`config.mk`:
```
export PLATFORM = sky130hd
export DESIGN_NAME = ampc_i2c_regs
export DESIGN_NICKNAME = d
export VERILOG_FILES = /design/src/inc/ampc_pkg.sv /design/src/inc/ampc_evt_if.sv /design/src/hdl/ampc_line_mon.sv /design/src/hdl/ampc_i2c_regs.sv
export SDC_FILE = /design/constraint.sdc
export NUM_CORES = 1
export LEC_CHECK = 0
export BUFFER_PORTS_ARGS = -buffer_cell sky130_fd_sc_hd__buf_2
export CAP_MARGIN = 20
export CORE_UTILIZATION = 34
export DETAILED_ROUTE_END_ITERATION = 10
export GPL_ROUTABILITY_DRIVEN = 0
export GPL_TIMING_DRIVEN = 0
export PLACE_DENSITY = 0.49
export SYNTH_ARGS = -nofsm -noshare
export SYNTH_HDL_FRONTEND = slang
export SYNTH_SLANG_ARGS = --single-unit
```
`constraint.sdc`:
```
create_clock -name sys_clk -period 3.38 [get_ports sys_clk]
set_input_delay 0.169 -clock sys_clk [delete_from_list [all_inputs] [get_ports sys_clk]]
set_output_delay 0.169 -clock sys_clk [all_outputs]
set_load 0.02 [all_outputs]
```
`src/inc/ampc_pkg.sv`:
```
// Constants and types for the amplifier control register target
// Summary of operation
// [RL1] Host writes: start, address, direction zero
// [RL2] Target acknowledges its own address byte
// [RL3] Pointer byte acknowledged, loaded as target
// [RL4] Written data byte stored and acknowledged
// [RL5] Pointer advances after each written byte
// [RL6] Host ends every transfer with stop
// [RL7] Host reads: address write, then pointer
// [RL8] Host turns around: stop-start or repeated start
// [RL9] Address with direction one is acknowledged
// [RL10] Read bytes MSB first, pointer advances
// [RL11] Address is 10110 plus two select pins
// [RL12] Register zero reads fixed identity value
// [RL13] Writing AA to zero restores defaults
// [RL14] Registers above 0A are test only
// [RL15] Run enable low shuts pump and output stage down
// [RL16] Host keeps pump enable while running
// [RL17] Mode bit 3 selects dual use
// [RL18] Mode bit 2 selects linear earpiece
// [RL19] Mode reserved bits hold 1010 and 11
// [RL20] Gain default follows mode: 00 or 10
// [RL21] Nine-bit frames, receiver drives acknowledge low
// [RL22] Foreign address leaves data line released
// [RL23] Writes to read-only registers change nothing
package ampc_pkg;
	localparam int AMPC_NUM_REGS = 11;
	typedef logic [7:0] ampc_byte_t;
	typedef logic [AMPC_NUM_REGS-1:0][7:0] ampc_regs_t;

	// Identity value is arbitrary
	localparam ampc_byte_t AMPC_ID_VALUE = 8'h5C;
	localparam logic [4:0] AMPC_ADDR_FIXED = 5'h16;
	localparam ampc_byte_t AMPC_SOFT_RESET_CMD = 8'hAA;
	localparam logic [3:0] AMPC_BITS_PER_BYTE = 4'h8;
	localparam logic [3:0] AMPC_ONE_BIT = 4'h1;
	localparam ampc_byte_t AMPC_PTR_STEP = 8'h01;

	// --------------------------------------------------------------
	// Register offsets
	// --------------------------------------------------------------
	localparam ampc_byte_t AMPC_REG_ID = 8'h00;
	localparam ampc_byte_t AMPC_REG_SYS = 8'h01;
	localparam ampc_byte_t AMPC_REG_MODE = 8'h02;
	localparam ampc_byte_t AMPC_REG_PUMP_LIMIT = 8'h03;
	localparam ampc_byte_t AMPC_REG_PUMP_PARAM = 8'h04;
	localparam ampc_byte_t AMPC_REG_GAIN = 8'h05;
	localparam ampc_byte_t AMPC_REG_LIM3_POWER = 8'h06;
	localparam ampc_byte_t AMPC_REG_LIM3_TIMING = 8'h07;
	localparam ampc_byte_t AMPC_REG_LIM2_POWER = 8'h08;
	localparam ampc_byte_t AMPC_REG_LIM2_TIMING = 8'h09;
	localparam ampc_byte_t AMPC_REG_LIM1_CTRL = 8'h0A;
	localparam ampc_byte_t AMPC_REG_LAST = AMPC_REG_LIM1_CTRL;

	// --------------------------------------------------------------
	// Field positions and values
	// --------------------------------------------------------------
	localparam int AMPC_BIT_RUN = 3;
	localparam int AMPC_BIT_PUMP = 2;
	localparam int AMPC_BIT_STAGE = 1;
	localparam int AMPC_BIT_DUAL = 3;
	localparam int AMPC_BIT_LINEAR = 2;
	localparam logic [3:0] AMPC_MODE_RSVD_HI = 4'hA;
	localparam logic [1:0] AMPC_MODE_RSVD_LO = 2'h3;
	localparam ampc_byte_t AMPC_GAIN_DUAL = 8'h00;
	localparam ampc_byte_t AMPC_GAIN_SPEAKER = 8'h10;

	// Index 0x0A first, 0x00 last
	localparam ampc_regs_t AMPC_RESET = {8'h96, 8'h08, 8'h06, 8'h52, 8'h07, 8'h10,
		8'h05, 8'h06, 8'hA3, 8'h06, AMPC_ID_VALUE};
	localparam ampc_regs_t AMPC_WMASK = {8'h0D, 8'h1C, 8'h0F, 8'hFC, 8'h0F, 8'h1F,
		8'h00, 8'h0F, 8'h0C, 8'h0E, 8'h00};

	typedef enum logic [8:0] {
		AMPC_ST_IDLE = 9'h001,
		AMPC_ST_ADDR = 9'h002,
		AMPC_ST_ADDR_ACK = 9'h004,
		AMPC_ST_PTR = 9'h008,
		AMPC_ST_PTR_ACK = 9'h010,
		AMPC_ST_WDATA = 9'h020,
		AMPC_ST_WDATA_ACK = 9'h040,
		AMPC_ST_RDATA = 9'h080,
		AMPC_ST_RDATA_ACK = 9'h100
	} ampc_state_t;

	function automatic ampc_byte_t ampc_default_gain(input logic dual);
		return dual ? AMPC_GAIN_DUAL : AMPC_GAIN_SPEAKER;
	endfunction

	function automatic ampc_regs_t ampc_defaults();
		ampc_regs_t r;
		r = AMPC_RESET;
		r[AMPC_REG_GAIN] = ampc_default_gain(r[AMPC_REG_MODE][AMPC_BIT_DUAL]); // RL20
		return r;
	endfunction

	function automatic ampc_byte_t ampc_read(input ampc_regs_t r, input ampc_byte_t ptr);
		return (ptr <= AMPC_REG_LAST) ? r[ptr[3:0]] : 8'h00;
	endfunction
endpackage

```
`src/inc/ampc_evt_if.sv`:
```
// Line events passed from the bus monitor to the target core
`timescale 1ns/1ns
interface ampc_evt_if;
	logic scl_rise;
	logic scl_fall;
	logic start;
	logic stop;
	logic sda_bit;
	modport det (output scl_rise, scl_fall, start, stop, sda_bit);
	modport core (input scl_rise, scl_fall, start, stop, sda_bit);
endinterface // ampc_evt_if

```
`src/hdl/ampc_line_mon.sv`:
```
// Serial bus line monitor: clock edges, start and stop
`timescale 1ns/1ns
module ampc_line_mon
(
	// Clock and reset
	input logic sys_clk,
	input logic resetn,
	// Bus lines
	input logic scl_in,
	input logic sda_in,
	// Events
	ampc_evt_if.det ev
);
	import ampc_pkg::*;

	typedef struct packed {
		logic scl_a;
		logic sda_a;
		logic scl_b;
		logic sda_b;
	} ampc_mon_t;

	ampc_mon_t s;
	ampc_mon_t n;

	always_comb
	begin
		n.scl_a = scl_in;
		n.sda_a = sda_in;
		n.scl_b = s.scl_a;
		n.sda_b = s.sda_a;
	end

	always_ff @(posedge sys_clk or negedge resetn)
	begin
		if (!resetn)
			s <= '1;
		else
			s <= n;
	end

	// Data may only change while the clock is low; a change while high is framing
	assign ev.scl_rise = s.scl_a & ~s.scl_b;
	assign ev.scl_fall = ~s.scl_a & s.scl_b;
	assign ev.start = s.scl_a & s.scl_b & s.sda_b & ~s.sda_a; // RL21
	assign ev.stop = s.scl_a & s.scl_b & ~s.sda_b & s.sda_a;
	assign ev.sda_bit = s.sda_a;
endmodule // ampc_line_mon

```
`src/hdl/ampc_i2c_regs.sv`:
```
// Amplifier control register bank behind a serial target port
`timescale 1ns/1ns
module ampc_i2c_regs
(
	// Clock and reset
	input logic sys_clk,
	input logic resetn,
	// Serial bus
	input logic scl_in,
	input logic sda_in,
	output logic sda_out,
	output logic sda_oe_n,
	// Address select pins
	input logic addr_select_hi_pin,
	input logic addr_select_lo_pin,
	// Control outputs
	output logic chip_run_enable,
	output logic pump_enable,
	output logic output_stage_enable,
	output logic dual_use_select,
	output logic linear_earpiece_select,
	output logic [3:0] pump_limit_voltage,
	output logic [4:0] amp_gain,
	output ampc_pkg::ampc_byte_t limiter_stage3_power,
	output ampc_pkg::ampc_byte_t limiter_stage3_timing,
	output ampc_pkg::ampc_byte_t limiter_stage2_power,
	output ampc_pkg::ampc_byte_t limiter_stage2_timing,
	output ampc_pkg::ampc_byte_t limiter_stage1_control
);
	import ampc_pkg::*;

	typedef struct packed {
		ampc_state_t fsm;
		logic [3:0] bit_cnt;
		ampc_byte_t shift;
		ampc_byte_t ptr;
		logic rd_dir;
		logic host_ack;
		logic sda_o;
		logic oe_n;
		ampc_regs_t regs;
		logic run_en;
		logic pump_en;
		logic stage_en;
		logic dual_sel;
		logic lin_sel;
	} ampc_core_t;

	localparam ampc_core_t AMPC_CORE_RST = '{
		fsm: AMPC_ST_IDLE,
		bit_cnt: '0,
		shift: '0,
		ptr: '0,
		rd_dir: 1'b0,
		host_ack: 1'b0,
		sda_o: 1'b0,
		oe_n: 1'b1,
		regs: ampc_defaults(),
		run_en: 1'b0,
		pump_en: 1'b0,
		stage_en: 1'b0,
		dual_sel: 1'b0,
		lin_sel: 1'b0
	};

	ampc_evt_if ev ();

	ampc_line_mon u_line_mon
	(
		.sys_clk(sys_clk),
		.resetn(resetn),
		.scl_in(scl_in),
		.sda_in(sda_in),
		.ev(ev)
	);

	ampc_core_t s;
	ampc_core_t n;
	logic [6:0] own_addr;
	logic receiving;
	logic byte_done;
	ampc_byte_t rd_next;

	assign own_addr = {AMPC_ADDR_FIXED, addr_select_hi_pin, addr_select_lo_pin}; // RL11
	assign receiving = (s.fsm == AMPC_ST_ADDR) || (s.fsm == AMPC_ST_PTR)
		|| (s.fsm == AMPC_ST_WDATA);
	assign byte_done = receiving && ev.scl_fall && (s.bit_cnt == AMPC_BITS_PER_BYTE);
	assign rd_next = ampc_read(s.regs, s.ptr + AMPC_PTR_STEP);

	// Load a read byte: MSB out now, rest shifted on later falls
	function automatic ampc_core_t start_byte(input ampc_core_t c, input ampc_byte_t d);
		c.sda_o = d[7]; // RL10
		c.shift = {d[6:0], 1'b0};
		c.oe_n = 1'b0;
		c.bit_cnt = AMPC_ONE_BIT;
		c.fsm = AMPC_ST_RDATA;
		return c;
	endfunction

	// Masked store; reserved bits and read-only bytes keep their value
	function automatic ampc_regs_t store_byte(input ampc_regs_t r, input ampc_byte_t p,
		input ampc_byte_t d);
		ampc_regs_t o;
		o = r;
		if ((p == AMPC_REG_ID) && (d == AMPC_SOFT_RESET_CMD))
			o = ampc_defaults(); // RL13
		else if (p <= AMPC_REG_LAST) // RL14
			o[p[3:0]] = (r[p[3:0]] & ~AMPC_WMASK[p[3:0]]) | (d & AMPC_WMASK[p[3:0]]); // RL19 RL23
		return o;
	endfunction

	// ------------------------------------------------------------------
	// Byte sequencer and register file
	// ------------------------------------------------------------------
	always_comb
	begin
		n = s;
		if (ev.stop)
		begin
			n.fsm = AMPC_ST_IDLE;
			n.oe_n = 1'b1;
		end
		else if (ev.start)
		begin
			n.fsm = AMPC_ST_ADDR;
			n.bit_cnt = '0;
			n.oe_n = 1'b1;
		end
		else
		begin
			// Sample on the rising clock, MSB first
			if (receiving && ev.scl_rise && (s.bit_cnt != AMPC_BITS_PER_BYTE))
			begin
				n.shift = {s.shift[6:0], ev.sda_bit}; // RL21
				n.bit_cnt = s.bit_cnt + AMPC_ONE_BIT;
			end
			case (s.fsm)
				AMPC_ST_IDLE:
					n.oe_n = 1'b1;
				AMPC_ST_ADDR:
					if (byte_done)
					begin
						if (s.shift[7:1] == own_addr)
						begin
							n.oe_n = 1'b0; // RL2
							n.sda_o = 1'b0; // RL2
							n.rd_dir = s.shift[0]; // RL9
							n.fsm = AMPC_ST_ADDR_ACK;
						end
						else
							n.fsm = AMPC_ST_IDLE; // RL22
					end
				AMPC_ST_ADDR_ACK:
					if (ev.scl_fall)
					begin
						if (s.rd_dir)
							n = start_byte(n, ampc_read(s.regs, s.ptr)); // RL10 RL12
						else
						begin
							n.oe_n = 1'b1;
							n.bit_cnt = '0;
							n.fsm = AMPC_ST_PTR;
						end
					end
				AMPC_ST_PTR:
					if (byte_done)
					begin
						n.ptr = s.shift; // RL3
						n.oe_n = 1'b0; // RL3
						n.sda_o = 1'b0;
						n.fsm = AMPC_ST_PTR_ACK;
					end
				AMPC_ST_PTR_ACK:
					if (ev.scl_fall)
					begin
						n.oe_n = 1'b1;
						n.bit_cnt = '0;
						n.fsm = AMPC_ST_WDATA;
					end
				AMPC_ST_WDATA:
					if (byte_done)
					begin
						n.regs = store_byte(s.regs, s.ptr, s.shift); // RL4
						n.oe_n = 1'b0; // RL4
						n.sda_o = 1'b0;
						n.fsm = AMPC_ST_WDATA_ACK;
					end
				AMPC_ST_WDATA_ACK:
					if (ev.scl_fall)
					begin
						n.ptr = s.ptr + AMPC_PTR_STEP; // RL5
						n.oe_n = 1'b1;
						n.bit_cnt = '0;
						n.fsm = AMPC_ST_WDATA;
					end
				AMPC_ST_RDATA:
					if (ev.scl_fall)
					begin
						if (s.bit_cnt == AMPC_BITS_PER_BYTE)
						begin
							// Host owns the acknowledge slot
							n.oe_n = 1'b1; // RL21
							n.fsm = AMPC_ST_RDATA_ACK;
						end
						else
						begin
							n.sda_o = s.shift[7]; // RL10
							n.shift = {s.shift[6:0], 1'b0};
							n.bit_cnt = s.bit_cnt + AMPC_ONE_BIT;
						end
					end
				AMPC_ST_RDATA_ACK:
					if (ev.scl_rise)
						n.host_ack = ev.sda_bit; // RL21
					else if (ev.scl_fall)
					begin
						n.ptr = s.ptr + AMPC_PTR_STEP; // RL10
						if (!s.host_ack)
							n = start_byte(n, rd_next); // RL10
						else
							n.fsm = AMPC_ST_IDLE;
					end
				default:
					n.fsm = AMPC_ST_IDLE;
			endcase
		end
		// Run enable gates the pump and the output stage
		n.run_en = n.regs[AMPC_REG_SYS][AMPC_BIT_RUN]; // RL15
		n.pump_en = n.run_en & n.regs[AMPC_REG_SYS][AMPC_BIT_PUMP]; // RL15
		n.stage_en = n.run_en & n.regs[AMPC_REG_SYS][AMPC_BIT_STAGE]; // RL15
		n.dual_sel = n.regs[AMPC_REG_MODE][AMPC_BIT_DUAL]; // RL17
		n.lin_sel = n.regs[AMPC_REG_MODE][AMPC_BIT_LINEAR]; // RL18
	end

	always_ff @(posedge sys_clk or negedge resetn)
	begin
		if (!resetn)
			s <= AMPC_CORE_RST;
		else
			s <= n;
	end

	// ------------------------------------------------------------------
	// Outputs
	// ------------------------------------------------------------------
	assign sda_out = s.sda_o;
	assign sda_oe_n = s.oe_n;
	assign chip_run_enable = s.run_en;
	assign pump_enable = s.pump_en;
	assign output_stage_enable = s.stage_en;
	assign dual_use_select = s.dual_sel;
	assign linear_earpiece_select = s.lin_sel;
	assign pump_limit_voltage = s.regs[AMPC_REG_PUMP_LIMIT][3:0];
	assign amp_gain = s.regs[AMPC_REG_GAIN][4:0];
	assign limiter_stage3_power = s.regs[AMPC_REG_LIM3_POWER];
	assign limiter_stage3_timing = s.regs[AMPC_REG_LIM3_TIMING];
	assign limiter_stage2_power = s.regs[AMPC_REG_LIM2_POWER];
	assign limiter_stage2_timing = s.regs[AMPC_REG_LIM2_TIMING];
	assign limiter_stage1_control = s.regs[AMPC_REG_LIM1_CTRL];
endmodule // ampc_i2c_regs

```
* After elaboration in Yosys (flattened, before gate mapping) *
Memories as Yosys holds them, arrays and structs flattened.
Cells that the tools add are included.

storage, ports and cells
  flip-flop bits (word level) = 130
  ROM bits = 128
  input port bits = 6
  output and inout bits = 56
  logic and storage cells = 181
  memories = 1

cells by class
  $add $sub $neg = 2
  order comparisons = 5
  equal/unequal tests = 37
  mux-type cells = 61
  bitwise gates (word level) = 21
  reduce and logical (&&, ||, !) cells = 24

memories
  memory           words  bits a word  rd ports  clocked after Yosys merged registers in  write ports  RTL line              source
  (no name shown)  16     8            1         0                                        0            ampc_i2c_regs.sv:108  o[p[3:0]] = (r[p[3:0]] & ~AMPC_WMASK[p[3:0]]) | (d & AMPC_WMASK[p[3:0]]);

operators with widths
  operator              count
  $pmux W88 S3          1
  $mux W126             2
  $mux W88              2
  $mux W117             1
  $mux W95              1
  $mux W90              1
  $bwmux W88            1
  $mux W8               9
  $pmux W9 S8           1
  $bmux W8 S4           2
  $mux W12              5
  $mux W25              2
  $mux W9               5
  $ne A4 B4 Y1 const B  10
  $demux W8 S4          1
  $pmux W8 S4           1
  $mux W30              1
  $mux W13              2
  $pmux W8 S3           1
  $ne A2 B2 Y1 const B  11
  $mux W21              1
  $mux W19              1
  $and A8 B8 Y8         2
  $le A8 B4 Y1 const B  2
  48 further kinds      84

* Longest topological paths before layout *
  depth after elaboration = 15
  gate-level depth with buffers = 14

* Hierarchy *
Synthesis repeated with hierarchy kept, for this count alone.

unflattened totals
  cells, all modules = 1,057
  area total of the unflattened synthesis = 9,500.4 um^2

by module, submodules not included
  module         instances  cells each  area each (um^2)  seq. area each (um^2)
  ampc_i2c_regs  1          1,049       9,362.7           3,115.5
  ampc_line_mon  1          8           137.6             105.1

* Worst setup path before layout *
No wires, ideal clock.

  path kind = reg2reg
  start = register s[97] (netlist bit)
  end = register s[112] (netlist bit)
  library setup time = 136 ps
  arrival time = 3,359 ps
  required time = 3,244 ps
  setup slack = -116 ps
  cell stages (with the launch flop) = 15
  buffers on the path = 7
  period minus slack after synthesis = 3,496 ps
  path through = dfrtp_1 -> buf_4 -> buf_4 -> buf_2 -> buf_2 -> inv_1 -> ha_1 -> buf_2 -> buf_2 -> clkbuf_1 -> nor2_1 -> a211oi_1 -> o31ai_1 -> a2111oi_0 -> o21ai_0

between the ends
  word-level cells in the longest chain between the ends = 8
  elaborated cells on any way between the ends = 15

ends and longest elaborated chain
  item                           RTL line              source
  start, declared                ampc_i2c_regs.sv:77   ampc_core_t s;
  start signal, assigned         ampc_i2c_regs.sv:240  s <= n;
  $add A8 B1 Y8                  ampc_i2c_regs.sv:88   assign rd_next = ampc_read(s.regs, s.ptr + AMPC_PTR_STEP);
  $bmux W8 S4                    ampc_pkg.sv:98        return (ptr <= AMPC_REG_LAST) ? r[ptr[3:0]] : 8'h00;
  $mux W8 (not written as such)  ampc_pkg.sv:98
  $mux W8                        ampc_pkg.sv:98
  $mux W117                      ampc_i2c_regs.sv:218  if (!s.host_ack)
  $mux W126                      ampc_i2c_regs.sv:215  else if (ev.scl_fall)
  $mux W30                       ampc_i2c_regs.sv:213  if (ev.scl_rise)
  $pmux W8 S3 (*)                ampc_i2c_regs.sv:137  case (s.fsm)

Mark *: on every way between the ends. The rest lies on a longest branch, timed or not. The select of a mux whose other input is x is not followed.
A chain may end at the register's enable or synchronous reset.

* Worst setup path after layout *
  start = register s[97] (netlist bit)
  end = register s (netlist bit sda_out)

between the ends
  word-level cells in the longest chain between the ends = 8
  elaborated cells on any way between the ends = 15

ends and longest elaborated chain
  item                           RTL line
  $add A8 B1 Y8                  ampc_i2c_regs.sv:88
  $bmux W8 S4                    ampc_pkg.sv:98
  $mux W8 (not written as such)  ampc_pkg.sv:98
  $mux W8                        ampc_pkg.sv:98
  $mux W117                      ampc_i2c_regs.sv:218
  $mux W126                      ampc_i2c_regs.sv:215
  $mux W95                       ampc_i2c_regs.sv:213
  $pmux W1 S6 (*)                ampc_i2c_regs.sv:137

Marks and branches as above.

==> flow_summary_export.csv <==
group,metric,value,unit
status,status,"complete, no violations",
clock_network,clock_latency,0.44,ns
sta,hold_viol,0,
sta,hold_slack,0.194,ns
clock_network,cts_buffer_depth,2,
layout,drive_above_1_share,0.276,
sta,clock_skew,0.0138,ns
layout,nets,1073,
detailed_routing,via_per_inst,5.93,
place,port_buffers,61,
floorplanning,rows,58,
place,dp.cells,1358,
layout,n_antenna_cell,0,
sta,fin_crit,3.33,ns
floorplanning,ioPinCount,62,
setup_path,start_kind,"flop",
setup_path,cp_max_fo,19,
layout,syn_to_final_growth,18.5,%
yosys,synthArstFlopShare,1.00,
setup_path,ff2ff_path_depth,13,
floorplanning,die_width,163,um
yosys,synth_area,8800,sq um
yosys,ys_types,76,
sta,fmax,300,MHz
place,dp_hpwl,24700,um
yosys,yosysMostFrequentCell,"nand2_1",
setup_path,crit_path_end_kind,"flop",
sta,min_period_over_period,0.985,
sta,rsz0062_at_grt,"true",
yosys,syn_avg_cell_area,9.14,sq um
detailed_routing,num_vias,8296,
layout,layout.cells.non_filler,1398,
power_and_ir_drop,irDropWorstVdd,0.256,mV
global_route,antenna_found_initial,1,
floorplanning,start_util,0.349,
clock_network,cts_root_buffer,"clkbuf_16",
clock_network,tritoncts,"yes",
global_route,grt-ovfl-total,0,
floorplanning,core_area,25300,sq um
yosys,ys_ff_latch,127,
floorplanning,die_area,26500,sq um
clock_network,cts-buffers-inserted,17,
power_and_ir_drop,p_leak,0.00433,uW
yosys,synthCells,963,
yosys,synth_commonest_cells,"nand2_1 (100), dfrtp_1 (93), nor2_1 (86), o21ai_0 (75), buf_4 (52)",
setup_path,endpoint,"sda_out",
layout,final-seq-area,3220,sq um
detailed_routing,drt-total-wl,33000,um
yosys,syn_nets,981,
place,pre_cts_ws,-1.26,ns
setup_path,r2r_end,"sda_out",
layout,fillCellCount,2597,
detailed_routing,drt_pass1_iterations,5,
setup_path,critPathKind,"flop to flop",
min_path,hold_path.class,"input port to async pin",
setup_path,reg2reg_from,"s[97]",
clock_network,path_clk_slew,0.07,ns
sta,slew_viol_final,0,
detailed_routing,first_iter_violations,764,
clock_network,htreeDepth,4,
global_route,grt_first_pass_wirelength,49800,um
sta,slew_headroom,0.379,
detailed_routing,ant_nets,0,
layout,multi_input_area,4900,sq um
setup_path,r2r_slack,0.05,ns
global_route,grt.total_usage,0.255,
clock_network,cts.sinks,127,
detailed_routing,wl_per_cell,23.6,um
yosys,yosysTopAreaCellShare,0.264,
sta,fin_ws,0.0517,ns
yosys,yosysTopAreaCell,"dfrtp_1",
yosys,ys.flop_type,"dfrtp_1",
setup_path,critical_path_required,3.71,ns
global_route,grt_pass1_vias,7775,
power_and_ir_drop,power_density,373,nW/um^2
job,maxCapViolCount,0,
yosys,ys_seq_area_frac,0.366,
setup_path,critPathLaunch,"s[97]",
sta,worst_slew_pin_slew,0.924,ns
sta,setup_viol,0,
yosys,synthTopCellsByArea,"dfrtp_1 (26%), dfstp_2 (10%), mux4_2 (6.9%)",
floorplanning,die_h,163,um
yosys,yosys_warnings,0,
setup_path,critPathArrivalTime,3.66,ns
global_route,grt_start_max_net_pins,91,
yosys,synth_edf_count,0,
detailed_routing,drcViolationCount,0,
critical path, cell delays in order (launching register included):
cell      delay [ns]
dfrtp_2         0.44
buf_12          0.21
buf_8           0.19
buf_8           0.19
inv_1           0.15
ha_1            0.33
buf_6           0.17
buf_12          0.17
clkbuf_8        0.18
nor2_1          0.12
a211oi_1        0.08
o31ai_1         0.54
a41oi_1         0.20
o31ai_1         0.23
flip-flops by register name (all words and copies together), names as in the netlist, 2 cells and up:
signal	flops
limiter_stage1_control	8
limiter_stage3_power	8
limiter_stage2_power	8
limiter_stage3_timing	8
amp_gain	5
pump_limit_voltage	4
s	70
u_line_mon.s	2
limiter_stage2_timing	8
cell type report:
class,count,share of cell area
Buffer,114,0.0699
Clock buffer,17,0.0408
Clock inverter,15,0.0188
Inverter,21,0.00792
Multi-Input combinational cell,698,0.470
Sequential cell,127,0.309
Tap cell,330,0.0396
Timing Repair Buffer,76,0.0440
where the power goes:
part           switching (uW)  internal (uW)  total, uW
clock                     826           1190       2010
sequential               44.0           1560       1600
combinational             179           96.5        276
worst min-delay path by stage:
stage / slack, ns / endpoint / start
2_1_floorplan: -0.13 / amp_gain[0] / resetn
3_3_place_gp: 0.28 / u_line_mon.ev.sda_bit / sda_in
3_5_place_dp: 0.10 / s[122] / resetn
4_1_cts: 0.21 / s[122] / resetn
5_1_grt: 0.23 / s[122] / resetn
6_report: 0.19 / s[122] / resetn
stage by stage:
stage | setup TNS (ns) | area [sq um] | utilization | total power, uW
after detailed placement | -83.10 | 9600 | 0.380 | 1890
final | 0 | 10400 | 0.413 | 3890
after global routing | -0.0371 | 10400 | 0.413 | 4010
after CTS | 0 | 10300 | 0.409 | 3900
after floorplan | 0 | 8810 | - | 1780
after global placement | -92.52 | 9520 | 0.377 | 1890
routing by layer:
metal / up-vias / global-route usage / wire [um]
met5: - / 0 / 0
met4: 0 / 0.127 / 1260
met3: 67 / 0.0512 / 2410
met2: 375 / 0.385 / 15000
met1: 4152 / 0.345 / 14300
li1: 3702 / - / -
cell families after synthesis:
family	count (synthesis)	synth area share
DFF	127	0.366
xor gates and xnor gates	12	0.0119
AOI/OAI and AO/OA	275	0.210
muxes	78	0.129
adders and majority gates	12	0.0171
buffers and inverters	138	0.0857
and+or+nand+nor	321	0.181
placed cells by master, fill, tap and decap left out, types with 5 or more instances in the layout:
| cell type | n |
|---|---|
| a211oi_1 | 8 |
| a21o_1 | 11 |
| a21oi_1 | 49 |
| a221oi_1 | 9 |
| a22o_1 | 8 |
| a22oi_1 | 11 |
| a31oi_1 | 9 |
| and2_1 | 7 |
| and3_1 | 7 |
| buf_2 | 83 |
| buf_4 | 59 |
| buf_6 | 5 |
| clkbuf_1 | 30 |
| clkbuf_16 | 17 |
| dfrtp_1 | 92 |
| dfstp_2 | 34 |
| ha_1 | 10 |
| inv_1 | 20 |
| inv_6 | 6 |
| mux2_2 | 15 |
| mux2i_1 | 34 |
| mux4_2 | 27 |
| nand2_1 | 100 |
| nand2b_1 | 15 |
| nand3_1 | 34 |
| nor2_1 | 86 |
| nor2b_1 | 13 |
| nor3_1 | 13 |
| nor4_1 | 5 |
| o211ai_1 | 6 |
| o21ai_0 | 74 |
| o22ai_1 | 10 |
| o2bb2ai_1 | 11 |
| o31ai_1 | 18 |
| or3_1 | 6 |
| xor2_1 | 9 |
what timing repair did:
action / 4_1_cts / 5_1_grt
buffers inserted: 2 / 5
pin swaps: 1 / 2
gates cloned: 0 / 0
resized for setup: 22 / 15
setup endpoints to repair: 99 / 72
hold buffers: 3 / 0
endpoints found under the hold margin: 39 / 0
Note: power is estimated with default switching activity, not from simulation.
